--- src/token_chain_pkg.sv ---
// shared constants and types for the token retry and receive chain block
package token_chain_pkg;
  localparam int unsigned DATA_W = 32;
  localparam int unsigned PADDR_W = 8;
  // register byte offsets
  localparam logic [7:0] OFF_CTRL = 8'h00;
  localparam logic [7:0] OFF_STATUS = 8'h04;
  localparam logic [7:0] OFF_RXHEAD = 8'h08;
  localparam logic [7:0] OFF_RXCURSOR = 8'h0C;
  // control register fields
  localparam int unsigned CTRL_TRANSMIT_ENABLE_BIT_BIT = 0;
  localparam int unsigned CTRL_LOAD_BIT = 1;
  // status register fields
  localparam int unsigned ST_RETRY_BIT = 0;
  localparam int unsigned ST_ACK_REQUESTED_FLAG_BIT = 1;
  localparam int unsigned ST_TOKEN_BIT = 2;
  localparam int unsigned ST_NEXTKNOWN_BIT = 3;
  localparam int unsigned ST_WAITING_BIT = 4;
  localparam int unsigned ST_GIVEUP_BIT = 5;
  localparam int unsigned ST_FETCH_BIT = 6;
  // reset values
  localparam logic RST_TRANSMIT_ENABLE_BIT = 1'h0;
  localparam logic [31:0] RST_RXHEAD = 32'h0000_0000;
  localparam logic [31:0] ZERO_WORD = 32'h0000_0000;
  localparam logic [31:0] LINK_NULL = 32'h0000_0000;
  // link field sits at this byte offset inside every receive buffer
  localparam logic [31:0] LINK_OFFSET = 32'h0000_0000;
  // response timeout
  localparam int unsigned CLK_PERIOD_NS = 10;
  localparam int unsigned RESP_TIMEOUT_NS = 20000;
  localparam int unsigned TMR_W = 16;
  localparam logic [TMR_W-1:0] RESP_TIMEOUT_CYC =
    TMR_W'(RESP_TIMEOUT_NS / CLK_PERIOD_NS);
  localparam logic [TMR_W-1:0] TMR_ZERO = 16'h0000;
  localparam logic [TMR_W-1:0] TMR_ONE = 16'h0001;
  typedef enum logic [1:0] {
    RS_IDLE = 2'h0,
    RS_WAIT_ACK = 2'h1,
    RS_WAIT_ACT = 2'h3,
    RS_RETRY = 2'h2
  } retry_state_t;
  typedef enum logic [1:0] {
    CS_IDLE = 2'h0,
    CS_FETCH = 2'h1,
    CS_HAVE = 2'h3,
    CS_PARKED = 2'h2
  } chain_state_t;
endpackage

--- src/rx_chain_if.sv ---
// carrier between the control core and the receive chain follower
`timescale 1ns/1ps
interface rx_chain_if;
  logic load;
  logic [31:0] headAddr;
  logic take;
  logic need;
  logic known;
  logic fetching;
  logic [31:0] cursor;
  logic memReq;
  logic [31:0] memAddr;
  logic memAck;
  logic [31:0] memData;
  modport core
  (
    output load, headAddr, take, need, memAck, memData,
    input known, fetching, cursor, memReq, memAddr
  );
  modport follower
  (
    input load, headAddr, take, need, memAck, memData,
    output known, fetching, cursor, memReq, memAddr
  );
endinterface

--- src/rx_chain_follower.sv ---
// follows the linked receive buffer chain in host memory
`timescale 1ns/1ps
module rx_chain_follower
(
  // clock and reset
  input wire logic core_clk,
  input wire logic rst,
  // core side
  rx_chain_if.follower ch
);
  typedef struct packed {
    token_chain_pkg::chain_state_t state;
    logic [31:0] cursor;
    logic known;
    logic memReq;
  } follow_t;

  follow_t st;
  follow_t next_st;

  always_comb
  begin
    next_st = st;
    unique case (st.state)
      token_chain_pkg::CS_IDLE:
      begin
        next_st.known = 1'h0;
      end
      token_chain_pkg::CS_FETCH:
      begin
        if (ch.memAck)
        begin
          next_st.memReq = 1'h0;
          if (ch.memData == token_chain_pkg::LINK_NULL)
          begin
            // stay on the link field, waiting for the chain to grow
            next_st.state = token_chain_pkg::CS_PARKED;
            next_st.known = 1'h0;
          end
          else
          begin
            next_st.cursor = ch.memData;
            next_st.known = 1'h1;
            next_st.state = token_chain_pkg::CS_HAVE;
          end
        end
      end
      token_chain_pkg::CS_HAVE:
      begin
        if (ch.take)
        begin
          // buffer in use: move on to its link field at once
          next_st.cursor = st.cursor + token_chain_pkg::LINK_OFFSET;
          next_st.known = 1'h0;
          next_st.memReq = 1'h1;
          next_st.state = token_chain_pkg::CS_FETCH;
        end
      end
      token_chain_pkg::CS_PARKED:
      begin
        if (ch.need)
        begin
          next_st.memReq = 1'h1;
          next_st.state = token_chain_pkg::CS_FETCH;
        end
      end
    endcase
    if (ch.load)
    begin
      next_st.cursor = ch.headAddr;
      next_st.known = 1'h0;
      next_st.memReq = 1'h1;
      next_st.state = token_chain_pkg::CS_FETCH;
    end
  end

  always_ff @(posedge core_clk)
  begin
    if (rst)
    begin
      st.state <= token_chain_pkg::CS_IDLE;
      st.cursor <= token_chain_pkg::ZERO_WORD;
      st.known <= 1'h0;
      st.memReq <= 1'h0;
    end
    else
    begin
      st <= next_st;
    end
  end

  assign ch.known = st.known;
  assign ch.cursor = st.cursor;
  assign ch.memReq = st.memReq;
  assign ch.memAddr = st.cursor;
  assign ch.fetching = (st.state == token_chain_pkg::CS_FETCH);
endmodule

--- src/token_retry_rx_chain.sv ---
// token retry, acknowledge wait, token hold and receive chain state with apb access
//
// Added by the designer: the address map and the APB slave port.
`timescale 1ns/1ps

// What this block does
// Set retry-pending when a data frame or token pass frame must be resent.
// Resend a data frame only if it asked for acknowledge and got no response.
// Resend a token pass frame if no network activity followed; never scan frames.
// Both retry cases are decided only by response timeout expiry.
// Set ack-requested during data frame transmission if that frame asks for it.
// After an acknowledge-requesting frame, wait for the ACK or NAK response.
// A timeout before the response gives exactly one retry.
// Ack-requested holds until the next data frame transmission starts.
// Set token-held when a token is passed to this node.
// Clear token-held on passing the token or ignoring it.
// The chain follower advances to hold the next buffer address when the link is non-zero.
// On a zero link, keep the link field address instead.
// Host extends a finished chain by writing a non-zero link.
// When a buffer is needed, re-read the kept link field.
// Next-buffer-known set when the next buffer address is held.
// Next-buffer-known clears when the follower parks on a zero link.
module token_retry_rx_chain
(
  // clock and reset
  input wire logic core_clk,
  input wire logic rst,
  // apb slave
  input wire logic psel,
  input wire logic penable,
  input wire logic pwrite,
  input wire logic [7:0] paddr,
  input wire logic [31:0] pwdata,
  output logic [31:0] prdata,
  output logic pready,
  output logic pslverr,
  // transmit side events
  input wire logic txDataStart,
  input wire logic txFrameAckReq,
  input wire logic txDataDone,
  input wire logic txTokenStart,
  input wire logic txTokenDone,
  input wire logic txTokenIsScan,
  // receive side events
  input wire logic rxAnyResponse,
  input wire logic netActivity,
  input wire logic rxTokenToUs,
  input wire logic rxTokenOnBadFrame,
  input wire logic dupTokenSeen,
  input wire logic tokenPassed,
  // receive buffer use
  input wire logic rxBufferTake,
  input wire logic rxBufferNeed,
  // host memory read port for link fields
  output logic memReq,
  output logic [31:0] memAddr,
  input wire logic memAck,
  input wire logic [31:0] memData,
  // state
  output logic retryPending,
  output logic ackRequested,
  output logic tokenHeld,
  output logic awaitingResponse,
  output logic retryGiveUp,
  output logic transmitEnable,
  output logic rxNextBufferKnown,
  output logic [31:0] rxCursor
);
  typedef struct packed {
    token_chain_pkg::retry_state_t rs;
    logic retried;
    logic retryPending;
    logic retryGiveUp;
    logic ackRequested;
    logic tokenHeld;
    logic [token_chain_pkg::TMR_W-1:0] timer;
    logic txEnable;
    logic loadPulse;
    logic [31:0] rxHead;
    logic [31:0] prdata;
  } core_t;

  core_t st;
  core_t next_st;

  rx_chain_if ch();

  rx_chain_follower rx_chain_follower_inst
  (
    .core_clk(core_clk),
    .rst(rst),
    .ch(ch.follower)
  );

  logic setupPhase;
  logic accessPhase;
  logic addrHit;
  logic wrCtrl;
  logic wrHead;
  logic expired;
  logic tokenIgnored;
  logic [31:0] statusWord;

  assign setupPhase = psel && !penable;
  assign accessPhase = psel && penable;
  assign addrHit = (paddr == token_chain_pkg::OFF_CTRL)
    || (paddr == token_chain_pkg::OFF_STATUS)
    || (paddr == token_chain_pkg::OFF_RXHEAD)
    || (paddr == token_chain_pkg::OFF_RXCURSOR);
  assign wrCtrl = accessPhase && pwrite && (paddr == token_chain_pkg::OFF_CTRL);
  assign wrHead = accessPhase && pwrite && (paddr == token_chain_pkg::OFF_RXHEAD);
  // the timeout is the only event that can raise a retry
  assign expired = (st.rs == token_chain_pkg::RS_WAIT_ACK
    || st.rs == token_chain_pkg::RS_WAIT_ACT)
    && st.timer == token_chain_pkg::RESP_TIMEOUT_CYC - token_chain_pkg::TMR_ONE;
  // token arriving while it must be ignored
  assign tokenIgnored = rxTokenOnBadFrame || dupTokenSeen || !st.txEnable;

  always_comb
  begin
    statusWord = token_chain_pkg::ZERO_WORD;
    statusWord[token_chain_pkg::ST_RETRY_BIT] = st.retryPending;
    statusWord[token_chain_pkg::ST_ACK_REQUESTED_FLAG_BIT] = st.ackRequested;
    statusWord[token_chain_pkg::ST_TOKEN_BIT] = st.tokenHeld;
    statusWord[token_chain_pkg::ST_NEXTKNOWN_BIT] = ch.known;
    statusWord[token_chain_pkg::ST_WAITING_BIT] = awaitingResponse;
    statusWord[token_chain_pkg::ST_GIVEUP_BIT] = st.retryGiveUp;
    statusWord[token_chain_pkg::ST_FETCH_BIT] = ch.fetching;
  end

  always_comb
  begin
    next_st = st;
    next_st.loadPulse = 1'h0;

    // data frame start: flag follows this frame's request
    if (txDataStart)
    begin
      next_st.ackRequested = txFrameAckReq;
    end

    unique case (st.rs)
      token_chain_pkg::RS_IDLE:
      begin
        next_st.timer = token_chain_pkg::TMR_ZERO;
        if (txDataStart || txTokenStart)
        begin
          next_st.retried = 1'h0;
          next_st.retryGiveUp = 1'h0;
        end
        if (txDataDone && st.ackRequested)
        begin
          next_st.rs = token_chain_pkg::RS_WAIT_ACK;
        end
        else if (txTokenDone && !txTokenIsScan)
        begin
          next_st.rs = token_chain_pkg::RS_WAIT_ACT;
        end
      end
      token_chain_pkg::RS_WAIT_ACK:
      begin
        next_st.timer = st.timer + token_chain_pkg::TMR_ONE;
        if (rxAnyResponse)
        begin
          // any answer at all ends the wait without a retry
          next_st.rs = token_chain_pkg::RS_IDLE;
        end
        else if (expired)
        begin
          if (st.retried)
          begin
            next_st.retryGiveUp = 1'h1;
            next_st.rs = token_chain_pkg::RS_IDLE;
          end
          else
          begin
            next_st.retryPending = 1'h1;
            next_st.rs = token_chain_pkg::RS_RETRY;
          end
        end
      end
      token_chain_pkg::RS_WAIT_ACT:
      begin
        next_st.timer = st.timer + token_chain_pkg::TMR_ONE;
        if (netActivity)
        begin
          next_st.rs = token_chain_pkg::RS_IDLE;
        end
        else if (expired)
        begin
          if (st.retried)
          begin
            next_st.retryGiveUp = 1'h1;
            next_st.rs = token_chain_pkg::RS_IDLE;
          end
          else
          begin
            next_st.retryPending = 1'h1;
            next_st.rs = token_chain_pkg::RS_RETRY;
          end
        end
      end
      token_chain_pkg::RS_RETRY:
      begin
        next_st.timer = token_chain_pkg::TMR_ZERO;
        // the resend has begun: one retry is now used up
        if (txDataStart || txTokenStart)
        begin
          next_st.retryPending = 1'h0;
          next_st.retried = 1'h1;
          next_st.rs = token_chain_pkg::RS_IDLE;
        end
      end
    endcase

    // token held flag: a fresh token wins over a tokenPassed clear in the same cycle
    if (tokenPassed)
    begin
      next_st.tokenHeld = 1'h0;
    end
    if (rxTokenToUs)
    begin
      next_st.tokenHeld = !tokenIgnored;
    end
    else if (dupTokenSeen)
    begin
      next_st.tokenHeld = 1'h0;
    end

    // register writes
    if (wrCtrl)
    begin
      next_st.txEnable = pwdata[token_chain_pkg::CTRL_TRANSMIT_ENABLE_BIT_BIT];
      next_st.loadPulse = pwdata[token_chain_pkg::CTRL_LOAD_BIT];
    end
    if (wrHead)
    begin
      next_st.rxHead = pwdata;
    end

    // read data is captured in the setup phase for a zero-wait access
    if (setupPhase)
    begin
      unique case (paddr)
        token_chain_pkg::OFF_CTRL:
        begin
          next_st.prdata = token_chain_pkg::ZERO_WORD;
          next_st.prdata[token_chain_pkg::CTRL_TRANSMIT_ENABLE_BIT_BIT] = st.txEnable;
        end
        token_chain_pkg::OFF_STATUS:
        begin
          next_st.prdata = statusWord;
        end
        token_chain_pkg::OFF_RXHEAD:
        begin
          next_st.prdata = st.rxHead;
        end
        token_chain_pkg::OFF_RXCURSOR:
        begin
          next_st.prdata = ch.cursor;
        end
        default:
        begin
          next_st.prdata = token_chain_pkg::ZERO_WORD;
        end
      endcase
    end
  end

  always_ff @(posedge core_clk)
  begin
    if (rst)
    begin
      st.rs <= token_chain_pkg::RS_IDLE;
      st.retried <= 1'h0;
      st.retryPending <= 1'h0;
      st.retryGiveUp <= 1'h0;
      st.ackRequested <= 1'h0;
      st.tokenHeld <= 1'h0;
      st.timer <= token_chain_pkg::TMR_ZERO;
      st.txEnable <= token_chain_pkg::RST_TRANSMIT_ENABLE_BIT;
      st.loadPulse <= 1'h0;
      st.rxHead <= token_chain_pkg::RST_RXHEAD;
      st.prdata <= token_chain_pkg::ZERO_WORD;
    end
    else
    begin
      st <= next_st;
    end
  end

  // follower hookup; host memory link reads are relayed through
  assign ch.load = st.loadPulse;
  assign ch.headAddr = st.rxHead;
  assign ch.take = rxBufferTake;
  assign ch.need = rxBufferNeed;
  assign ch.memAck = memAck;
  assign ch.memData = memData;
  assign memReq = ch.memReq;
  assign memAddr = ch.memAddr;

  assign prdata = st.prdata;
  assign pready = 1'h1;
  assign pslverr = accessPhase && !addrHit;
  assign retryPending = st.retryPending;
  assign ackRequested = st.ackRequested;
  assign tokenHeld = st.tokenHeld;
  assign awaitingResponse = (st.rs == token_chain_pkg::RS_WAIT_ACK)
    || (st.rs == token_chain_pkg::RS_WAIT_ACT);
  assign retryGiveUp = st.retryGiveUp;
  assign transmitEnable = st.txEnable;
  assign rxNextBufferKnown = ch.known;
  assign rxCursor = ch.cursor;
endmodule

--- config.mk ---
export PLATFORM = sky130hd
export DESIGN_NAME = token_retry_rx_chain
export DESIGN_NICKNAME = d
export VERILOG_FILES = /design/src/token_chain_pkg.sv /design/src/rx_chain_if.sv /design/src/rx_chain_follower.sv /design/src/token_retry_rx_chain.sv
export SDC_FILE = /design/constraint.sdc
export NUM_CORES = 1
export LEC_CHECK = 0
export ABC_AREA = 1
export BUFFER_PORTS_ARGS = -buffer_cell sky130_fd_sc_hd__buf_4
export CAP_MARGIN = 30
export CELL_PAD_IN_SITES_DETAIL_PLACEMENT = 1
export CELL_PAD_IN_SITES_GLOBAL_PLACEMENT = 1
export CORE_MARGIN = 2
export CORE_UTILIZATION = 39
export CTS_CLUSTER_DIAMETER = 80
export DETAILED_ROUTE_END_ITERATION = 8
export HOLD_SLACK_MARGIN = 0.08
export PLACE_DENSITY_LB_ADDON = 0.1
export SLEW_MARGIN = 20
export SYNTH_ARGS = -nofsm -noshare
export SYNTH_HDL_FRONTEND = slang
export SYNTH_SLANG_ARGS = --single-unit
--- constraint.sdc ---
create_clock -name core_clk -period 2.2 [get_ports core_clk]
set_input_delay 0.11 -clock core_clk [delete_from_list [all_inputs] [get_ports core_clk]]
set_output_delay 0.11 -clock core_clk [all_outputs]
set_load 0.005 [all_outputs]
After elaboration in Yosys (flattened, before gate mapping) --
Index checks and enable logic that the tools add are counted.
Word-level totals: register bits after elaboration 125, input bits 92, word-level logic and storage cells 121
Operators by class: $add $sub $neg 1, equality and inequality tests 23, muxes and demuxes 34, bitwise gates (word level) 1, reduce and logical (&&, ||, !) cells 46
Operator list (number):
- $pmux 32 s4 | 1
- $mux 36 | 2
- $pmux 32 s2 | 1
- $mux 35 | 1
- $logic_not 32->1 | 1
- $mux 32 | 1
- $pmux 16 s2 | 1
- $mux 2 | 10
- $reduce_and 4->1 | 5
- $ne 2x2->1 const B | 9
- $add 16x1->16 const B | 1
- $eq 16x11->1 const B | 1
- $eq 8x4->1 const B | 2
- $reduce_bool 3->1 | 5
- $ne 3x3->1 const B | 4
- $pmux 1 s3 | 4
- $logic_and 1x1->1 | 9
- $mux 1 | 9
- $eq 2x2->1 const B | 4
- $eq 8x3->1 const B | 1
- $logic_not 8->1 | 1
- $pmux 2 s4 | 1
- $reduce_or 2->1 | 4
- $logic_or 1x1->1 | 7
- 11 further kinds | 20

Logic depth before layout (Yosys ltp) --
word-level depth 6, mapped depth 10

By module --
Synthesis repeated with hierarchy kept, for this count alone.
Second synthesis, totals: cells, all modules 998, area, all modules 6756.5 um^2
By module, submodules not included:
- token_retry_rx_chain | instances 1, cells each 628, area each 4365.4 um^2, seq. area each 1781.7 um^2
- rx_chain_follower | instances 1, cells each 370, area each 2391.0 um^2, seq. area each 720.7 um^2

Least setup slack after synthesis --
No wires, ideal clock.
path kind register to register, start register st[66] in the netlist's numbering, end register st[80] in the netlist's numbering, library setup time 119 ps, data arrival time 1185 ps, slack 896 ps, cell stages (with the launch flop) 9, buffers on the path 0, clock period less this slack 1304 ps, cell sequence dfxtp_1 -> ha_1 -> nand2_1 -> nor2_1 -> nand2_1 -> inv_1 -> nand4_1 -> o21ai_0 -> a21oi_1
Between the ends: word-level cells in the longest chain between the ends 2
RTL lines:
- start, declared | RTL line token_retry_rx_chain.sv:83 | core_t st;
- start signal, assigned | RTL line token_retry_rx_chain.sv:288 | st <= next_st;
- $add 16x1->16 | RTL line token_retry_rx_chain.sv:162, token_retry_rx_chain.sv:184
- $pmux 16 s2 | RTL line token_retry_rx_chain.sv:142 | unique case (st.rs)
Every way passes these cells. A chain may end at the register's enable or synchronous reset.

Worst setup path in the final report --
start input port memData[11], end register rx_chain_follower_inst.ch.cursor[6] (netlist name)
Between the ends: word-level cells in the longest chain between the ends 3
RTL lines:
- start, declared | RTL line token_retry_rx_chain.sv:58 | input wire logic [31:0] memData,
- $logic_not 32->1 | RTL line rx_chain_follower.sv:34 | if (ch.memData == token_chain_pkg::LINK_NULL)
- $ne 2x2->1 (no line)
- $reduce_and 4->1 (no line)
Every way passes these cells.

==> impl_results.md <==
- Outcome: complete, no violations
- Max-slew violation count: 0
- Syn_area_per_cell: 6.607 um^2
- Initial antenna violation count: 0
- M1 wire length: 10,460 um
- CTS Sinks: 125
- Post-route ant nets: 0
- Final Wtd Congestion: 0.8852
- Post-Synth Adder-Cell Area: 0.001819
- Final WL: 23,790 um
- Critical path data arrival time: 2.20 ns
- CP delay by family, top: buffers and inverters
- Num CTS Buffers: 17
- Crit path depth: 11
- Via count: 7,169
- Buffers on Ports: 196
- Post-synthesis simple-gate area fraction: 0.2825
- DP Area: 7831 um^2
- Synth area leaders: dfxtp_1 36%, nand2_1 14%, buf_4 11%
- R2r startpoint: st[66]
- Commonest cells post-synth: 260 x nand2_1, 125 x dfxtp_1, 111 x a21oi_1, 105 x buf_4, 89 x inv_1
- Drt initial violations: 374
- Design Power: 6012 uW
- Clock Latency Late Sink: 0.42 ns
- Netlist cell types: 34
- Met2 wire length: 11,880 um
- Hold Fails Final Rpt: 0
- Clk_skew: 0.009857 ns
- Mapped Cells: 1,041
- Setup crit end: rx_chain_follower_inst.ch.cursor[6]
- Worst-path clk slew: 0.06 ns
- Reg2Reg Setup Slack: 0.61 ns
- Worst VDD drop: 0.0005127 V
- Most instantiated library cell after synthesis: nand2_1
- Pwr dens: 658.0 nW/um^2
- Avg WL per Cell: 16.66 um
- F_max: 528.7 MHz
- Residual overflow from global routing: 0
- DIE AREA: 18,710 um^2
- Critical path capture point type: flop
- Crit path time final: 1.891 ns
- DRC viols: 0
- Post-DP HPWL: 15,390 um
- Post-synth top area cell: dfxtp_1
- Pleak: 0.004070 uW
- Syn nets: 1,134
- Cell Area, Synth: 6878 um^2
- Total of max-cap violations: 0
- Setup violators final: 0
- GRT Util Overall: 0.2562
- Worst path cell trace: dlygate4sd3_1, buf_4, nor2_1, nand2_1, nor2_1, nand2_1, o21ai_4, buf_4, nand3_1, nand2_1, nor2_1
- Startpoint Class: input pin
- Die height: 136.8 um
- Io pins: 198
- Critical path launch point: memData[11]
- Register area share after synthesis: 0.3638
- Synth warn: 0
- CP bufs+invs: 3
- Main combinational cell family by area after synthesis: simple AND/OR/NAND/NOR gates
- Post_cts resized: 0
- Ant diodes: 0
- Worst Hold Class: input pin to flop
- Complex-gate fraction of the synthesized area: 0.1521
- Worst path slowest cell: dlygate4sd3_1
- Clock root buffer: clkbuf_16
- Total Neg Setup Slack: 0 ns
- Vias in the first global route: 7,254
- Inst Count DP: 1,329
- CP required: 2.51 ns
- DR vias/cell: 5.020
- Top cell type's share of synthesized area: 0.3638
- Multiplexer share of the synthesized area: 0
- Met3 routed WL: 1156 um
- EDFF count, synth: 0
- Initial Util: 0.3976
- Xor/xnor share of the synthesized area: 0.003820
- Max-slew headroom: 0.4626
- Final Cycle Share: 0.8597
- Depth of the most critical reg-to-reg path: 8
- Share of cells above drive strength 1: 0.2178
- Largest net degree at the start of global routing: 48
- Max stage delay on crit path: 0.55 ns
- Worst-case clock buffer depth: 2
- Die X-Extent: 136.8 um
- Layout area overhead: 32.84%
- Num rows: 48
- First-pass GRT wire length: 37,080 um
- Max Fanout on Critical Path: 34
- Fillers: 2,251
- Worst reg2reg endpoint: st[80]
- Post-CTS setup buffers: 0
- CTS tree: built
- Post-synth ARST share: 0
- Flops & latches, synth: 125
- H-tree levels: 4
- Max layer used: met4
- Drt first pass iters: 5
- RSZ-0062 raised after global routing: no
- Cell area after layout: 9136 um^2
- Non-Filler Instances: 1,428
- Top_reg_cell synth: dfxtp_1
- Core area: 17,300 um^2
- Crit Path Category: input pin to flop
- Slew @ Worst Pin: 0.8049 ns
- Net count, final: 1,283
[where the power goes]
part | total [uW] | leakage [uW] | internal [uW] | switching [uW]
Sequential | 2350 | 0.00101 | 2300 | 47.7
Combinational | 623 | 0.00275 | 305 | 318
Clock | 3040 | 0.000309 | 1980 | 1060
Total | 6010 | 0.00407 | 4580 | 1430
[worst min path at each step]
stage / start / end / slack [ns] / cells past startpoint
2_1_floorplan: dupTokenSeen / tokenHeld / 0.19 / 1
3_3_place_gp: dupTokenSeen / tokenHeld / 0.28 / 2
3_5_place_dp: dupTokenSeen / tokenHeld / 0.28 / 2
4_1_cts: rst / ch.headAddr[27] / 0.09 / 2
5_1_grt: rst / ch.headAddr[30] / 0.11 / 2
6_report: rst / ch.headAddr[28] / 0.11 / 2
[what timing repair did]
action,4_1_cts,5_1_grt
hold buffers,67,0
setup endpoints to repair,0,0
endpoints found under the hold margin,67,0
[flip-flops by register name (all words and copies together) (netlist names)]
register	count
rx_chain_follower_inst.st	2
ch.load	1
st	19
retryGiveUp	1
transmitEnable	1
prdata	32
rx_chain_follower_inst.ch.cursor	32
tokenHeld	1
rx_chain_follower_inst.ch.memReq	1
retryPending	1
rx_chain_follower_inst.ch.known	1
ch.headAddr	32
ackRequested	1
[stage by stage]
| stage | hold WS (ns) | util | worst slack [ns] |
|---|---|---|---|
| floorplan | 0.1857 | - | 0.8957 |
| global route | 0.1140 | 0.5282 | 0.2092 |
| CTS | 0.08702 | 0.5282 | 0.3196 |
| detailed placement | 0.2797 | 0.4528 | 0.5282 |
| global placement | 0.2756 | 0.4528 | 0.5776 |
| finish | 0.1082 | 0.5282 | 0.3086 |
[per-layer routing]
metal / vias to the layer above / GRT usage
li1: 3535 / -
met1: 3424 / 0.3170
met2: 188 / 0.4561
met3: 22 / 0.04815
met4: 0 / 0.06644
met5: - / 0
[worst register-to-register path, cell delays in order, from the launching register on]
cell and delay (ns):
dfxtp_1 0.36, ha_1 0.18, nand2_1 0.07, nor2_1 0.27
nand2_1 0.15, inv_1 0.09, nand4_1 0.12, o21ai_0 0.17
a21oi_1 0.05
[cell families after synthesis]
group / after synthesis
and+or+nand+nor: 464
other: 1
AOI/OAI and AO/OA: 202
adders and majority gates: 1
buffers and inverters: 245
xor gates and xnor gates: 3
DFF: 125
[final cells by class]
type	instances	area, um^2	area share
well taps	225	281.5	0.03081
inverters	92	345.3	0.03780
clock inverters	11	163.9	0.01794
repair buffers	283	2317	0.2536
clock buffers	21	470.5	0.05149
multi-input cells	671	3055	0.3344
flip-flops and latches	125	2502	0.2739
[cells in the final DEF, fill, tap and decap left out, types with 2 or more instances in the layout]
master         netlist  layout
nand2_1            260     260
o21ai_1              7       6
nand2_2              3       3
clkinvlp_4           0       2
o21ai_0             67      67
a21oi_1            111     111
buf_12               0       2
clkbuf_16            0      17
nor3_1              11      11
xor2_1               3       3
inv_1               89      89
o211ai_1             7       7
nand3_1             87      86
nor2_4               2       3
dfxtp_1            125     125
nor2_1              88      87
o22ai_1              6       6
clkinv_2             0       4
inv_2                3       3
dlygate4sd3_1        0      67
nand4_1              6       6
bufinv_16            0       4
buf_4              105     214
clkbuf_8             0       3
(Power assumes the default switching activity.)
